--- src/core/ptr_flag_params.svh ---
// Constants for the pointer, accumulator and flag block.
// Assumes the execution unit drives one decoded operation per enabled cycle.
`ifndef PTR_FLAG_PARAMS_SVH
`define PTR_FLAG_PARAMS_SVH
`define ADR_IND0 8'h00
`define ADR_PTR0 8'h01
`define ADR_IND1 8'h02
`define ADR_PTR1L 8'h03
`define ADR_PTR1H 8'h04
`define ADR_IND2 8'h05
`define ADR_PTR2L 8'h06
`define ADR_PTR2H 8'h07
`define ADR_ACC 8'h08
`define ADR_PCL 8'h09
`define ADR_TABLE_POINTER_LOW 8'h0A
`define ADR_TABLE_POINTER_HIGH 8'h0B
`define ADR_TABLE_HIGH_LATCH 8'h0C
`define ADR_STATUS 8'h0D
`define SFR_TOP 8'h0E
`define BIT_SC 7
`define BIT_CZ 6
`define BIT_TO 5
`define BIT_PD 4
`define BIT_OV 3
`define BIT_Z 2
`define BIT_AC 1
`define BIT_C 0
`define ZERO_BYTE 8'h00
`define ZERO_SECTOR 2'h0
`define DUMMY_CYCLES 1'b1
`endif

--- src/core/ptr_flag_pkg.sv ---
// Types shared by the pointer and flag block.
// Assumes the execution unit decodes the instruction class.
package ptr_flag_pkg;
  typedef enum logic [3:0] {
    op_none, op_add, op_adc, op_sub, op_sbc, op_and, op_or, op_xor,
    op_rlc, op_rrc, op_move
  } alu_op_t;
endpackage

--- src/core/alu_core.sv ---
// Eight-bit arithmetic unit with flag generation.
// Assumes operands are stable in the cycle the result is used.
`include "ptr_flag_params.svh"
module alu_core
  import ptr_flag_pkg::*;
(
  // Operands
  input wire alu_op_t op,
  input wire logic [7:0] a,
  input wire logic [7:0] b,
  input wire logic carry_in,
  // Results
  output logic [7:0] result,
  output logic carry_out,
  output logic half_out,
  output logic ovf_out,
  output logic arith
);
  logic [8:0] sum;
  logic [4:0] low;
  logic [7:0] b_eff;
  logic cin;
  logic c7;
  always_comb
  begin
    b_eff = b;
    cin = 1'b0;
    arith = 1'b1;
    if (op == op_sub || op == op_sbc)
      b_eff = ~b;
    if (op == op_sub)
      cin = 1'b1;
    else if (op == op_adc || op == op_sbc)
      cin = carry_in;
    // Subtract is add of complement: carry out means no borrow
    sum = {1'b0, a} + {1'b0, b_eff} + {8'h00, cin};
    low = {1'b0, a[3:0]} + {1'b0, b_eff[3:0]} + {4'h0, cin};
    c7 = a[7] ^ b_eff[7] ^ sum[7];
    result = sum[7:0];
    carry_out = sum[8];
    half_out = low[4];
    ovf_out = c7 ^ sum[8];
    case (op)
      op_and: result = a & b;
      op_or: result = a | b;
      op_xor: result = a ^ b;
      op_rlc: {carry_out, result} = {a, carry_in};
      op_rrc: {result, carry_out} = {carry_in, a};
      op_move: result = b;
      default: ;
    endcase
    if (!(op == op_add || op == op_adc || op == op_sub || op == op_sbc))
      arith = 1'b0;
  end
endmodule

--- src/core/cpu_pointer_and_flag_regs.sv ---
// Pointer, accumulator, program-counter-low, table and status logic.
// Assumes the execution unit issues one operation per enabled cycle and
// owns data memory, which this block addresses on its behalf.
`include "ptr_flag_params.svh"
module cpu_pointer_and_flag_regs
  import ptr_flag_pkg::*;
#(
  parameter int PC_W = 13,
  parameter int SECT_W = 2
)
(
  // Clock and reset
  input wire logic clock,
  input wire logic reset_n,
  input wire logic clk_en,
  // Operation from the execution unit
  input wire logic op_valid,
  input wire alu_op_t op,
  input wire logic [SECT_W+7:0] mem_addr,
  input wire logic ext_addr,
  input wire logic to_acc,
  input wire logic mem_src,
  input wire logic [7:0] imm_data,
  input wire logic [7:0] mem_rdata,
  // System events
  input wire logic wdt_timeout,
  input wire logic watchdog_clear_instr,
  input wire logic halt_instr,
  // Table read
  input wire logic table_read,
  input wire logic [15:0] prog_word,
  // Program counter
  input wire logic [PC_W-1:0] pc_in,
  // Data memory port
  output logic [SECT_W+7:0] dm_addr,
  output logic dm_we,
  output logic [7:0] dm_wdata,
  // Status to the execution unit
  output logic [PC_W-1:0] pc_jump,
  output logic pc_load,
  output logic dummy_cycle,
  output logic [PC_W-1:0] table_addr,
  output logic [7:0] acc,
  output logic [7:0] alu_condition_flags
);
  //////////////////////////////////////////////////////////////////////
  logic rst1_r;
  logic rst_n_r;
  logic [7:0] sector0_pointer;
  logic [7:0] pointer1_low;
  logic [SECT_W-1:0] pointer1_sector;
  logic [7:0] pointer2_low;
  logic [SECT_W-1:0] pointer2_sector;
  logic [7:0] table_pointer_low;
  logic [7:0] table_pointer_high;
  logic [7:0] table_high_latch;
  logic [7:0] acc_r;
  logic signed_compare_flag, compare_zero_flag, watchdog_timeout_flag;
  logic power_down_flag, overflow_flag, zero_flag, half_carry_flag, carry;
  logic [7:0] sfr_off;
  logic is_sfr;
  logic [7:0] sfr_rdata;
  logic [7:0] operand;
  logic [7:0] result;
  logic c_out, h_out, v_out, arith;
  logic wr_sfr;
  logic [SECT_W+7:0] eff_addr;
  logic dummy_r;

  always_ff @(posedge clock or negedge reset_n)
  begin
    if (!reset_n)
    begin
      rst1_r <= 1'b0;
      rst_n_r <= 1'b0;
    end
    else
    begin
      rst1_r <= 1'b1;
      rst_n_r <= rst1_r;
    end
  end

  //////////////////////////////////////////////////////////////////////
  // Address resolution
  always_comb
  begin
    // Short form names sector 0 until a pointer port redirects it; extended carries the sector
    eff_addr = ext_addr ? mem_addr : {{SECT_W{1'b0}}, mem_addr[7:0]};
    if (eff_addr[SECT_W+7:8] == `ZERO_SECTOR && eff_addr[7:0] == `ADR_IND0)
      eff_addr = {{SECT_W{1'b0}}, sector0_pointer};
    else if (eff_addr[SECT_W+7:8] == `ZERO_SECTOR
             && eff_addr[7:0] == `ADR_IND1)
      eff_addr = {pointer1_sector, pointer1_low};
    else if (eff_addr[SECT_W+7:8] == `ZERO_SECTOR
             && eff_addr[7:0] == `ADR_IND2)
      eff_addr = {pointer2_sector, pointer2_low};
  end

  assign sfr_off = eff_addr[7:0];
  assign is_sfr = eff_addr[SECT_W+7:8] == `ZERO_SECTOR
                  && sfr_off < `SFR_TOP;

  always_comb
  begin
    sfr_rdata = `ZERO_BYTE;
    // Pointer naming a port again lands here and reads zero
    if (sfr_off == `ADR_PTR0)
      sfr_rdata = sector0_pointer;
    else if (sfr_off == `ADR_PTR1L)
      sfr_rdata = pointer1_low;
    else if (sfr_off == `ADR_PTR1H)
      sfr_rdata = {{(8-SECT_W){1'b0}}, pointer1_sector};
    else if (sfr_off == `ADR_PTR2L)
      sfr_rdata = pointer2_low;
    else if (sfr_off == `ADR_PTR2H)
      sfr_rdata = {{(8-SECT_W){1'b0}}, pointer2_sector};
    else if (sfr_off == `ADR_ACC)
      sfr_rdata = acc_r;
    else if (sfr_off == `ADR_PCL)
      sfr_rdata = pc_in[7:0];
    else if (sfr_off == `ADR_TABLE_POINTER_LOW)
      sfr_rdata = table_pointer_low;
    else if (sfr_off == `ADR_TABLE_POINTER_HIGH)
      sfr_rdata = table_pointer_high;
    else if (sfr_off == `ADR_TABLE_HIGH_LATCH)
      sfr_rdata = table_high_latch;
    else if (sfr_off == `ADR_STATUS)
      sfr_rdata = alu_condition_flags;
  end

  assign operand = mem_src ? (is_sfr ? sfr_rdata : mem_rdata) : imm_data;

  alu_core u_alu (
    .op(op),
    .a(acc_r),
    .b(operand),
    .carry_in(carry),
    .result(result),
    .carry_out(c_out),
    .half_out(h_out),
    .ovf_out(v_out),
    .arith(arith)
  );

  // Results reach memory only when not kept in accumulator
  assign wr_sfr = op_valid && !to_acc && !table_read && is_sfr;
  assign dm_addr = eff_addr;
  assign dm_we = clk_en && op_valid && !to_acc && !is_sfr;
  assign dm_wdata = table_read ? prog_word[7:0] : result;
  assign acc = acc_r;
  assign table_addr = PC_W'({table_pointer_high, table_pointer_low});
  assign pc_jump = {pc_in[PC_W-1:8], result};
  assign pc_load = clk_en && wr_sfr && sfr_off == `ADR_PCL;
  assign dummy_cycle = dummy_r;
  assign alu_condition_flags = {signed_compare_flag, compare_zero_flag,
    watchdog_timeout_flag, power_down_flag, overflow_flag, zero_flag,
    half_carry_flag, carry};

  //////////////////////////////////////////////////////////////////////
  // Accumulator, the only path between two registers
  always_ff @(posedge clock or negedge rst_n_r)
  begin
    if (!rst_n_r)
      acc_r <= `ZERO_BYTE;
    else if (clk_en && op_valid)
    begin
      if (to_acc)
        acc_r <= table_read ? prog_word[7:0] : result;
      else if (wr_sfr && sfr_off == `ADR_ACC)
        acc_r <= result;
    end
  end

  // Pointers and table registers
  always_ff @(posedge clock or negedge rst_n_r)
  begin
    if (!rst_n_r)
    begin
      sector0_pointer <= `ZERO_BYTE;
      pointer1_low <= `ZERO_BYTE;
      pointer1_sector <= `ZERO_SECTOR;
      pointer2_low <= `ZERO_BYTE;
      pointer2_sector <= `ZERO_SECTOR;
      table_pointer_low <= `ZERO_BYTE;
      table_pointer_high <= `ZERO_BYTE;
      table_high_latch <= `ZERO_BYTE;
    end
    else if (clk_en)
    begin
      if (op_valid && table_read)
        table_high_latch <= prog_word[15:8];
      if (wr_sfr)
      begin
        // Port addresses reach here only through a pointer and match no branch, so their writes drop
        if (sfr_off == `ADR_PTR0)
          sector0_pointer <= result;
        else if (sfr_off == `ADR_PTR1L)
          pointer1_low <= result;
        else if (sfr_off == `ADR_PTR1H)
          pointer1_sector <= result[SECT_W-1:0];
        else if (sfr_off == `ADR_PTR2L)
          pointer2_low <= result;
        else if (sfr_off == `ADR_PTR2H)
          pointer2_sector <= result[SECT_W-1:0];
        else if (sfr_off == `ADR_TABLE_POINTER_LOW)
          table_pointer_low <= result;
        else if (sfr_off == `ADR_TABLE_POINTER_HIGH)
          table_pointer_high <= result;
      end
    end
  end

  // One dummy cycle after a low-byte jump
  always_ff @(posedge clock or negedge rst_n_r)
  begin
    if (!rst_n_r)
      dummy_r <= 1'b0;
    else if (clk_en)
      dummy_r <= pc_load ? `DUMMY_CYCLES : 1'b0;
  end

  //////////////////////////////////////////////////////////////////////
  // System flags: not software writable
  always_ff @(posedge clock or negedge rst_n_r)
  begin
    if (!rst_n_r)
    begin
      watchdog_timeout_flag <= 1'b0;
      power_down_flag <= 1'b0;
    end
    else if (clk_en)
    begin
      // Timeout event wins over a clear in the same cycle
      if (wdt_timeout)
        watchdog_timeout_flag <= 1'b1;
      else if (watchdog_clear_instr || halt_instr)
        watchdog_timeout_flag <= 1'b0;
      if (halt_instr)
        power_down_flag <= 1'b1;
      else if (watchdog_clear_instr)
        power_down_flag <= 1'b0;
    end
  end

  // Arithmetic flags; no save on call or interrupt, software's job
  always_ff @(posedge clock or negedge rst_n_r)
  begin
    if (!rst_n_r)
    begin
      signed_compare_flag <= 1'b0;
      compare_zero_flag <= 1'b0;
      overflow_flag <= 1'b0;
      zero_flag <= 1'b0;
      half_carry_flag <= 1'b0;
      carry <= 1'b0;
    end
    else if (clk_en && op_valid && !table_read)
    begin
      if (wr_sfr && sfr_off == `ADR_STATUS)
      begin
        {signed_compare_flag, compare_zero_flag} <= result[7:6];
        {overflow_flag, zero_flag, half_carry_flag, carry} <= result[3:0];
      end
      else if (op != op_none && op != op_move)
      begin
        // Same edge as the write-back
        zero_flag <= result == `ZERO_BYTE;
        if (arith)
        begin
          carry <= c_out;
          half_carry_flag <= h_out;
          overflow_flag <= v_out;
          signed_compare_flag <= v_out ^ result[7];
        end
        else if (op == op_rlc || op == op_rrc)
          carry <= c_out;
        if (op == op_sub)
          compare_zero_flag <= result == `ZERO_BYTE;
        else if (op == op_sbc)
          compare_zero_flag <= compare_zero_flag
                               && result == `ZERO_BYTE;
        // Other operations keep compare-zero
      end
    end
  end
endmodule

--- config.mk ---
export PLATFORM = sky130hd
export DESIGN_NAME = cpu_pointer_and_flag_regs
export DESIGN_NICKNAME = d
export VERILOG_FILES = /design/src/core/ptr_flag_pkg.sv /design/src/core/alu_core.sv /design/src/core/cpu_pointer_and_flag_regs.sv
export VERILOG_INCLUDE_DIRS = /design/src /design/src/core
export SDC_FILE = /design/constraint.sdc
export NUM_CORES = 1
export LEC_CHECK = 0
export BUFFER_PORTS_ARGS = -buffer_cell sky130_fd_sc_hd__buf_2
export CORE_MARGIN = 8
export CORE_UTILIZATION = 57
export CTS_BUF_LIST = sky130_fd_sc_hd__clkbuf_8
export CTS_CLUSTER_DIAMETER = 60
export DETAILED_ROUTE_END_ITERATION = 10
export PLACE_DENSITY_LB_ADDON = 0.2
export REMOVE_ABC_BUFFERS = 1
export SLEW_MARGIN = 20
export SYNTH_ARGS = -nofsm -noshare
export SYNTH_HDL_FRONTEND = slang
export SYNTH_SLANG_ARGS = --single-unit
export TNS_END_PERCENT = 30
--- constraint.sdc ---
create_clock -name clock -period 8 [get_ports clock]
set_input_delay 0.8 -clock clock [delete_from_list [all_inputs] [get_ports clock]]
set_output_delay 0.8 -clock clock [all_outputs]
set_load 0.01 [all_outputs]
After elaboration in Yosys (flattened, before gate mapping)
Cells that the tools add are included.
W data, S select, Z words.
{"block": "totals", "register_bits": 71, "output_inout_bits": 63, "word_cells": 168}
{"block": "op_classes", "add_sub_neg": 4, "order_cmp": 1, "n_eq_ne": 24, "n_mux": 50, "n_bitwise": 14, "n_reduce_logical": 55}
{"op": "$mux W8", "n": 17}
{"op": "$eq A8 B4 Y1 const B", "n": 6}
{"op": "$pmux W8 S6", "n": 1}
{"op": "$mux W10", "n": 4}
{"op": "$eq A8 B3 Y1 const B", "n": 4}
{"op": "$mux W1", "n": 27}
{"op": "$logic_and A1 B1 Y1", "n": 18}
{"op": "$eq A4 B3 Y1 const B", "n": 4}
{"op": "$eq A8 B2 Y1 const B", "n": 2}
{"op": "$logic_not A8 Y1", "n": 2}
{"op": "$eq A4 B4 Y1 const B", "n": 3}
{"op": "$reduce_and A3 Y1", "n": 4}
{"op": "$reduce_and A2 Y1", "n": 5}
{"op": "$reduce_bool A2 Y1", "n": 5}
{"op": "$add A8 B8 Y9", "n": 1}
{"op": "$add A9 B1 Y9", "n": 1}
{"op": "$reduce_and A9 Y1", "n": 1}
{"op": "$and A8 B8 Y8", "n": 1}
{"op": "$eq A4 B2 Y1 const B", "n": 2}
{"op": "$eq A8 B1 Y1 const B", "n": 1}
{"op": "$lt A8 B4 Y1 const B", "n": 1}
{"op": "$not A8 Y8", "n": 1}
{"op": "$or A8 B8 Y8", "n": 1}
{"op": "$reduce_and A8 Y1", "n": 1}
{"op": "17 further kinds", "n": 35}

Depth between registers and ports, before layout
{"block": "depth", "word_depth": 31, "ltp_mapped": 28, "mapped_depth_nobuf": 24}

Hierarchy
Synthesis repeated with hierarchy kept, for this count alone.
{"block": "unflattened", "cells_unflattened": 654, "hier_area_um2": 6115.9}
{"mod": "cpu_pointer_and_flag_regs", "n_inst": 1, "cells_each": 478, "area_each_um2": 4783.3, "seq_area_each_um2": 1776.7}
{"mod": "alu_core", "n_inst": 1, "cells_each": 176, "area_each_um2": 1332.5, "seq_area_each_um2": 0.0}

Least setup slack after synthesis
Ideal clock, no wire load.
{"block": "synth_path", "path_kind": "input-to-output", "start": "input port mem_addr[1]", "end": "output port dm_wdata[7]", "arrival_ps": 5684, "required_ps": 7200, "path_slack_ps": 1516, "cell_stages": 24, "n_path_buf": 3, "cell_sequence": "clkbuf_1 or4_1 or4_1 o21ai_1 buf_4 clkbuf_1 a21oi_1 o22ai_1 a32oi_1 o32a_1 o21ai_0 and2_1 xnor2_1 fa_1 nor2b_1 o21ai_0 nand2b_1 a21o_1 a31o_2 mux2i_1 o21ai_0 a21oi_1 inv_1 mux2_2"}
{"block": "synth_between", "elab_chain_cells": 26, "word_cells_on_any_way": 46, "classes_between": "2 x add/sub; 1 x order compare; 13 x eq/ne; 20 x mux; 4 x bitwise; 6 x reduce/logical"}
{"item": "start, declared", "line_no": "cpu_pointer_and_flag_regs.sv:19", "rtl": "input wire logic [SECT_W+7:0] mem_addr,"}
{"item": "$mux W10 (*)", "line_no": "cpu_pointer_and_flag_regs.sv:89", "rtl": "eff_addr = ext_addr ? mem_addr : {{SECT_W{1'b0}}, mem_addr[7:0]};"}
{"item": "$eq A8 B3 Y1 (no source line)"}
{"item": "$logic_and A1 B1 Y1 (no source line)"}
{"item": "$mux W10", "line_no": "cpu_pointer_and_flag_regs.sv:95", "rtl": "else if (eff_addr[SECT_W+7:8] == `ZERO_SECTOR"}
{"item": "$mux W10", "line_no": "cpu_pointer_and_flag_regs.sv:92", "rtl": "else if (eff_addr[SECT_W+7:8] == `ZERO_SECTOR"}
{"item": "$mux W10 (*)", "line_no": "cpu_pointer_and_flag_regs.sv:90", "rtl": "if (eff_addr[SECT_W+7:8] == `ZERO_SECTOR && eff_addr[7:0] == `ADR_IND0)"}
{"item": "$eq A8 B4 Y1 (no source line)"}
{"item": "$mux W8", "line_no": "cpu_pointer_and_flag_regs.sv:128", "rtl": "else if (sfr_off == `ADR_STATUS)"}
{"item": "[... 10 more ...]"}
{"item": "$mux W8 (*) (2 in a row)", "line_no": "cpu_pointer_and_flag_regs.sv:132", "rtl": "assign operand = mem_src ? (is_sfr ? sfr_rdata : mem_rdata) : imm_data;"}
{"item": "$not A8 Y8", "line_no": "alu_core.sv:30", "rtl": "b_eff = ~b;"}
{"item": "$mux W8", "line_no": "alu_core.sv:29", "rtl": "if (op == op_sub || op == op_sbc)"}
{"item": "$add A8 B8 Y9", "line_no": "alu_core.sv:36", "rtl": "sum = {1'b0, a} + {1'b0, b_eff} + {8'h00, cin};"}
{"item": "$add A9 B1 Y9", "line_no": "alu_core.sv:36"}
{"item": "$pmux W8 S6 (*)", "line_no": "alu_core.sv:43", "rtl": "case (op)"}
{"item": "named net pc_jump[7]", "line_no": "cpu_pointer_and_flag_regs.sv:39", "rtl": "output logic [PC_W-1:0] pc_jump,"}
{"item": "$mux W8 (*)", "line_no": "cpu_pointer_and_flag_regs.sv:150", "rtl": "assign dm_wdata = table_read ? prog_word[7:0] : result;"}
{"item": "end, declared", "line_no": "cpu_pointer_and_flag_regs.sv:37", "rtl": "output logic [7:0] dm_wdata,"}
Mark *: on every way through the listed nets, which the timed path passes. The rest lies on a longest branch.

Worst setup path after layout
{"block": "layout_path", "start": "input port mem_addr[4]", "end": "output port dm_wdata[6]"}
{"block": "layout_between", "elab_chain_cells": 26, "word_cells_on_any_way": 46, "classes_between": "2 x add/sub; 1 x order compare; 13 x eq/ne; 20 x mux; 4 x bitwise; 6 x reduce/logical"}
{"item": "$mux W10 (*)", "line_no": "cpu_pointer_and_flag_regs.sv:89"}
{"item": "$eq A8 B3 Y1 (no source line)"}
{"item": "$logic_and A1 B1 Y1 (no source line)"}
{"item": "$mux W10", "line_no": "cpu_pointer_and_flag_regs.sv:95"}
{"item": "$mux W10", "line_no": "cpu_pointer_and_flag_regs.sv:92"}
{"item": "$mux W10 (*)", "line_no": "cpu_pointer_and_flag_regs.sv:90"}
{"item": "$eq A8 B4 Y1 (no source line)"}
{"item": "$mux W8", "line_no": "cpu_pointer_and_flag_regs.sv:128"}
{"item": "[... 9 more ...]"}
{"item": "$mux W8", "line_no": "cpu_pointer_and_flag_regs.sv:108", "rtl": "if (sfr_off == `ADR_PTR0)"}
{"item": "$mux W8 (*) (2 in a row)", "line_no": "cpu_pointer_and_flag_regs.sv:132"}
{"item": "$not A8 Y8", "line_no": "alu_core.sv:30"}
{"item": "$mux W8", "line_no": "alu_core.sv:29"}
{"item": "$add A8 B8 Y9", "line_no": "alu_core.sv:36"}
{"item": "$add A9 B1 Y9", "line_no": "alu_core.sv:36"}
{"item": "$pmux W8 S6 (*)", "line_no": "alu_core.sv:43"}
{"item": "$mux W8 (*)", "line_no": "cpu_pointer_and_flag_regs.sv:150"}
Mark *: on every way between the ends. The rest lies on a longest branch, timed or not.

==> run metrics <==
Overall Global Routing Usage=31.0%; Buffers & Inverters on Critical Path=4; maximum VDD drop=0.173 mV; Top Ports=133; Reg2Reg Depth=23; total setup buffers inserted after CTS=0; area of placed instances=6770 um^2; CP endpoint kind=primary output; Syn Inst Count=761; global-route wire length before repair=35300 um; final instance area=7030 um^2; initial antenna violation count=0; Worst Max-Slew Pin Slew=1.06 ns; Yosys cell types=87; CTS tree=done; Antenna Cells=0; Fillers=999; Syn Area/Cell=8.16 um^2; Power Density=210 nW/um^2; worst hold path type=primary input to async pin; crit path DAT=6.66 ns; final hold vios=0; Post-DP HPWL=17300 um; Synth Register Bits=71; CP max stage delay=0.66 ns; Die ar.=14500 um^2; iteration-0 DRC count of the detailed router=977; Yosys top cell area share=28.6%; Worst path slowest cell=or4_1; Congestion Overflow GR=0; gpl congestion=1.00; Via density=6.58; Most used DFF post-synth=dfrtp_1; Die H=120 um; Worst R2R Setup Slack=2.05 ns; ranking of synthesized cells by area=dfrtp_1 (29%), o21ai_0 (6.0%), nand2_1 (5.4%); leakage power=3.24 nW; total number of vias=6506; largest net degree at the start of global routing=70; multi-input logic area=3940 um^2; final net count=939; htree depth=3; Routed Antenna Nets=0; WL per Instance=23.1 um; CTS Buffer Depth=2; CP cell instances=buf_2 > or4_1 > o41a_1 > o32ai_4 > nand2_1 > nor2_1 > a32oi_1 > o32a_1 > o21ai_0 > and2_1 > xnor2_1 > fa_1 > fa_1 > inv_1 > a21o_1 > a21oi_1 > o21bai_1 > a21oi_1 > xnor2_1 > o22ai_2 > buf_4 > o21ai_0 > buf_2; Critical Setup Path Class=primary input to primary output; post-cts gate resize count=0; crit path time final=7.46 ns; fin crit share=93.2%; clk sink count=71; hold_buf cts=0; Clock Latency Late Sink=0.36 ns; cell taking the most area after synthesis=dfrtp_1; clk root buf=clkbuf_8; FF-to-FF End=zero_flag; Initial Util=57.8%; Core ar.=10700 um^2; setup TNS=0 ns; Sequential cell area=1780 um^2; chip width=120 um; Post-Syn Area=6210 um^2; Critical Path Start Type=primary input; share of cells above drive strength 1=24.3%; vias in the first global route=6197; Std-Cell Rows=38; DRT Pass-1 Iters=6; DRC viols=0; CP Max Fanout=10; CTS buffer count=9; total length of routed wires=22800 um; f_max=134 MHz; Max-Slew Margin vs Limit=29.1%; async set-reset flop share out of synthesis=100%; RSZ-0062 raised after global routing=no; PortBufs=122; synth warn=0; Max Slew Vio Count=0; Post-synth EDFFs=0; Worst R2R Start=pointer2_low[2]; Seq/Total Area, Yosys=28.6%; max cap viols=0; Setup Skew=0.00973 ns; final setup violation count=0; status=completed; Area Growth Syn to Fin=13.1%; CP required=7.20 ns; Clock Pin Slew Worst Setup and Hold Paths=0.07 ns; Top Family by Delay on Critical Path=compound AO/OA/AOI/OAI gates
[kinds of logic after synthesis]
| logic type | share of synthesized area, % |
|---|---|
| mux | 9.71 |
| flops | 28.6 |
| other cells | 0.0604 |
| simple gates | 20.7 |
| compound gates | 25.2 |
| fa+ha+maj | 5.28 |
| buf+inv | 8.01 |
| xor+xnor | 2.40 |
[cell usage after synthesis (7+ instances only)]
master / number
dfrtp_1: 71
o211ai_1: 8
buf_4: 20
ha_1: 23
clkbuf_1: 32
xor2_1: 8
a211oi_1: 11
or3_1: 7
or2_2: 7
nand2_1: 89
o21ai_0: 75
mux2_2: 26
nand3_1: 20
and3_1: 9
nor3_1: 16
inv_1: 41
nor2b_1: 7
nor2_1: 47
mux2i_1: 31
xnor2_1: 9
o22ai_1: 9
nor4_1: 8
nand2b_1: 11
nand4_1: 7
a21oi_1: 37
[cell type report]
type	count	area share (%)
flip-flops and latches	71	25.3
inverters	45	2.44
clock buffers	11	2.15
multi-input cells	582	56.1
clock inverters	5	1.48
repair buffers	135	10.1
well taps	140	2.49
[worst max-delay path by stage]
| stage | from | to | depth (start not counted) |
|---|---|---|---|
| after detailed placement | mem_addr[4] | dm_wdata[6] | 23 |
| final | mem_addr[4] | dm_wdata[6] | 23 |
| after global placement | mem_addr[4] | dm_wdata[7] | 24 |
| after global routing | mem_addr[4] | dm_wdata[6] | 23 |
| after CTS | mem_addr[4] | dm_wdata[6] | 23 |
| after floorplan | mem_addr[4] | dm_wdata[7] | 21 |
[flip-flops by register name (all words and copies together), names as in the netlist, 2 cells and up]
register and cells:
pointer1_sector 2, pointer1_low 8, pointer2_low 8, acc 8, table_high_latch 8, table_pointer_high 8, pointer2_sector 2, table_pointer_low 8
sector0_pointer 8
[cell usage in the layout (no fill, tap or decap), types with 5 or more instances in the layout]
cell type    n
buf_2      122
nand2_1     89
o21ai_0     75
dfrtp_1     70
nor2_1      46
inv_1       41
a21oi_1     37
mux2i_1     31
mux2_2      26
ha_1        23
nand3_1     20
nor3_1      16
buf_4       13
a211oi_1    11
nand2b_1    11
clkbuf_8    11
o22ai_1      9
and3_1       9
xnor2_1      9
nor4_1       8
o211ai_1     8
xor2_1       8
or2_2        7
or3_1        7
nand4_1      7
nor2b_1      7
a31oi_1      6
a22oi_1      6
a21o_1       6
or4_1        5
[report_power, final]
part	switching [W]	total (W)	leakage, nW	internal (W)
registers	0.0000650	0.000457	0.938	0.000392
clock network	0.000149	0.000373	0.130	0.000224
logic	0.000401	0.000647	2.18	0.000247
total	0.000615	0.00148	3.24	0.000863
[layer usage]
| layer | vias to the layer above | wire, um | global-route usage [%] |
|---|---|---|---|
| li1 | 2930 | - | - |
| met1 | 3067 | 9790 | 43.6 |
| met2 | 443 | 9930 | 46.1 |
| met3 | 66 | 2410 | 6.90 |
| met4 | 0 | 688 | 10.3 |
| met5 | - | 0 | 0 |
[through the flow]
step	util (%)	instances	hold slack (ns)	setup WS [ns]	total power, W
final	65.4	989	0.214	0.543	0.00148
after global routing	65.4	989	0.199	0.311	0.00155
after CTS	65.4	989	0.200	0.630	0.00147
after detailed placement	63.0	973	0.342	0.656	0.00110
after global placement	63.0	973	0.344	0.804	0.00108
after floorplan	-	698	0.331	0.307	0.000816
No activity file was read; power rests on OpenSTA's default activity.
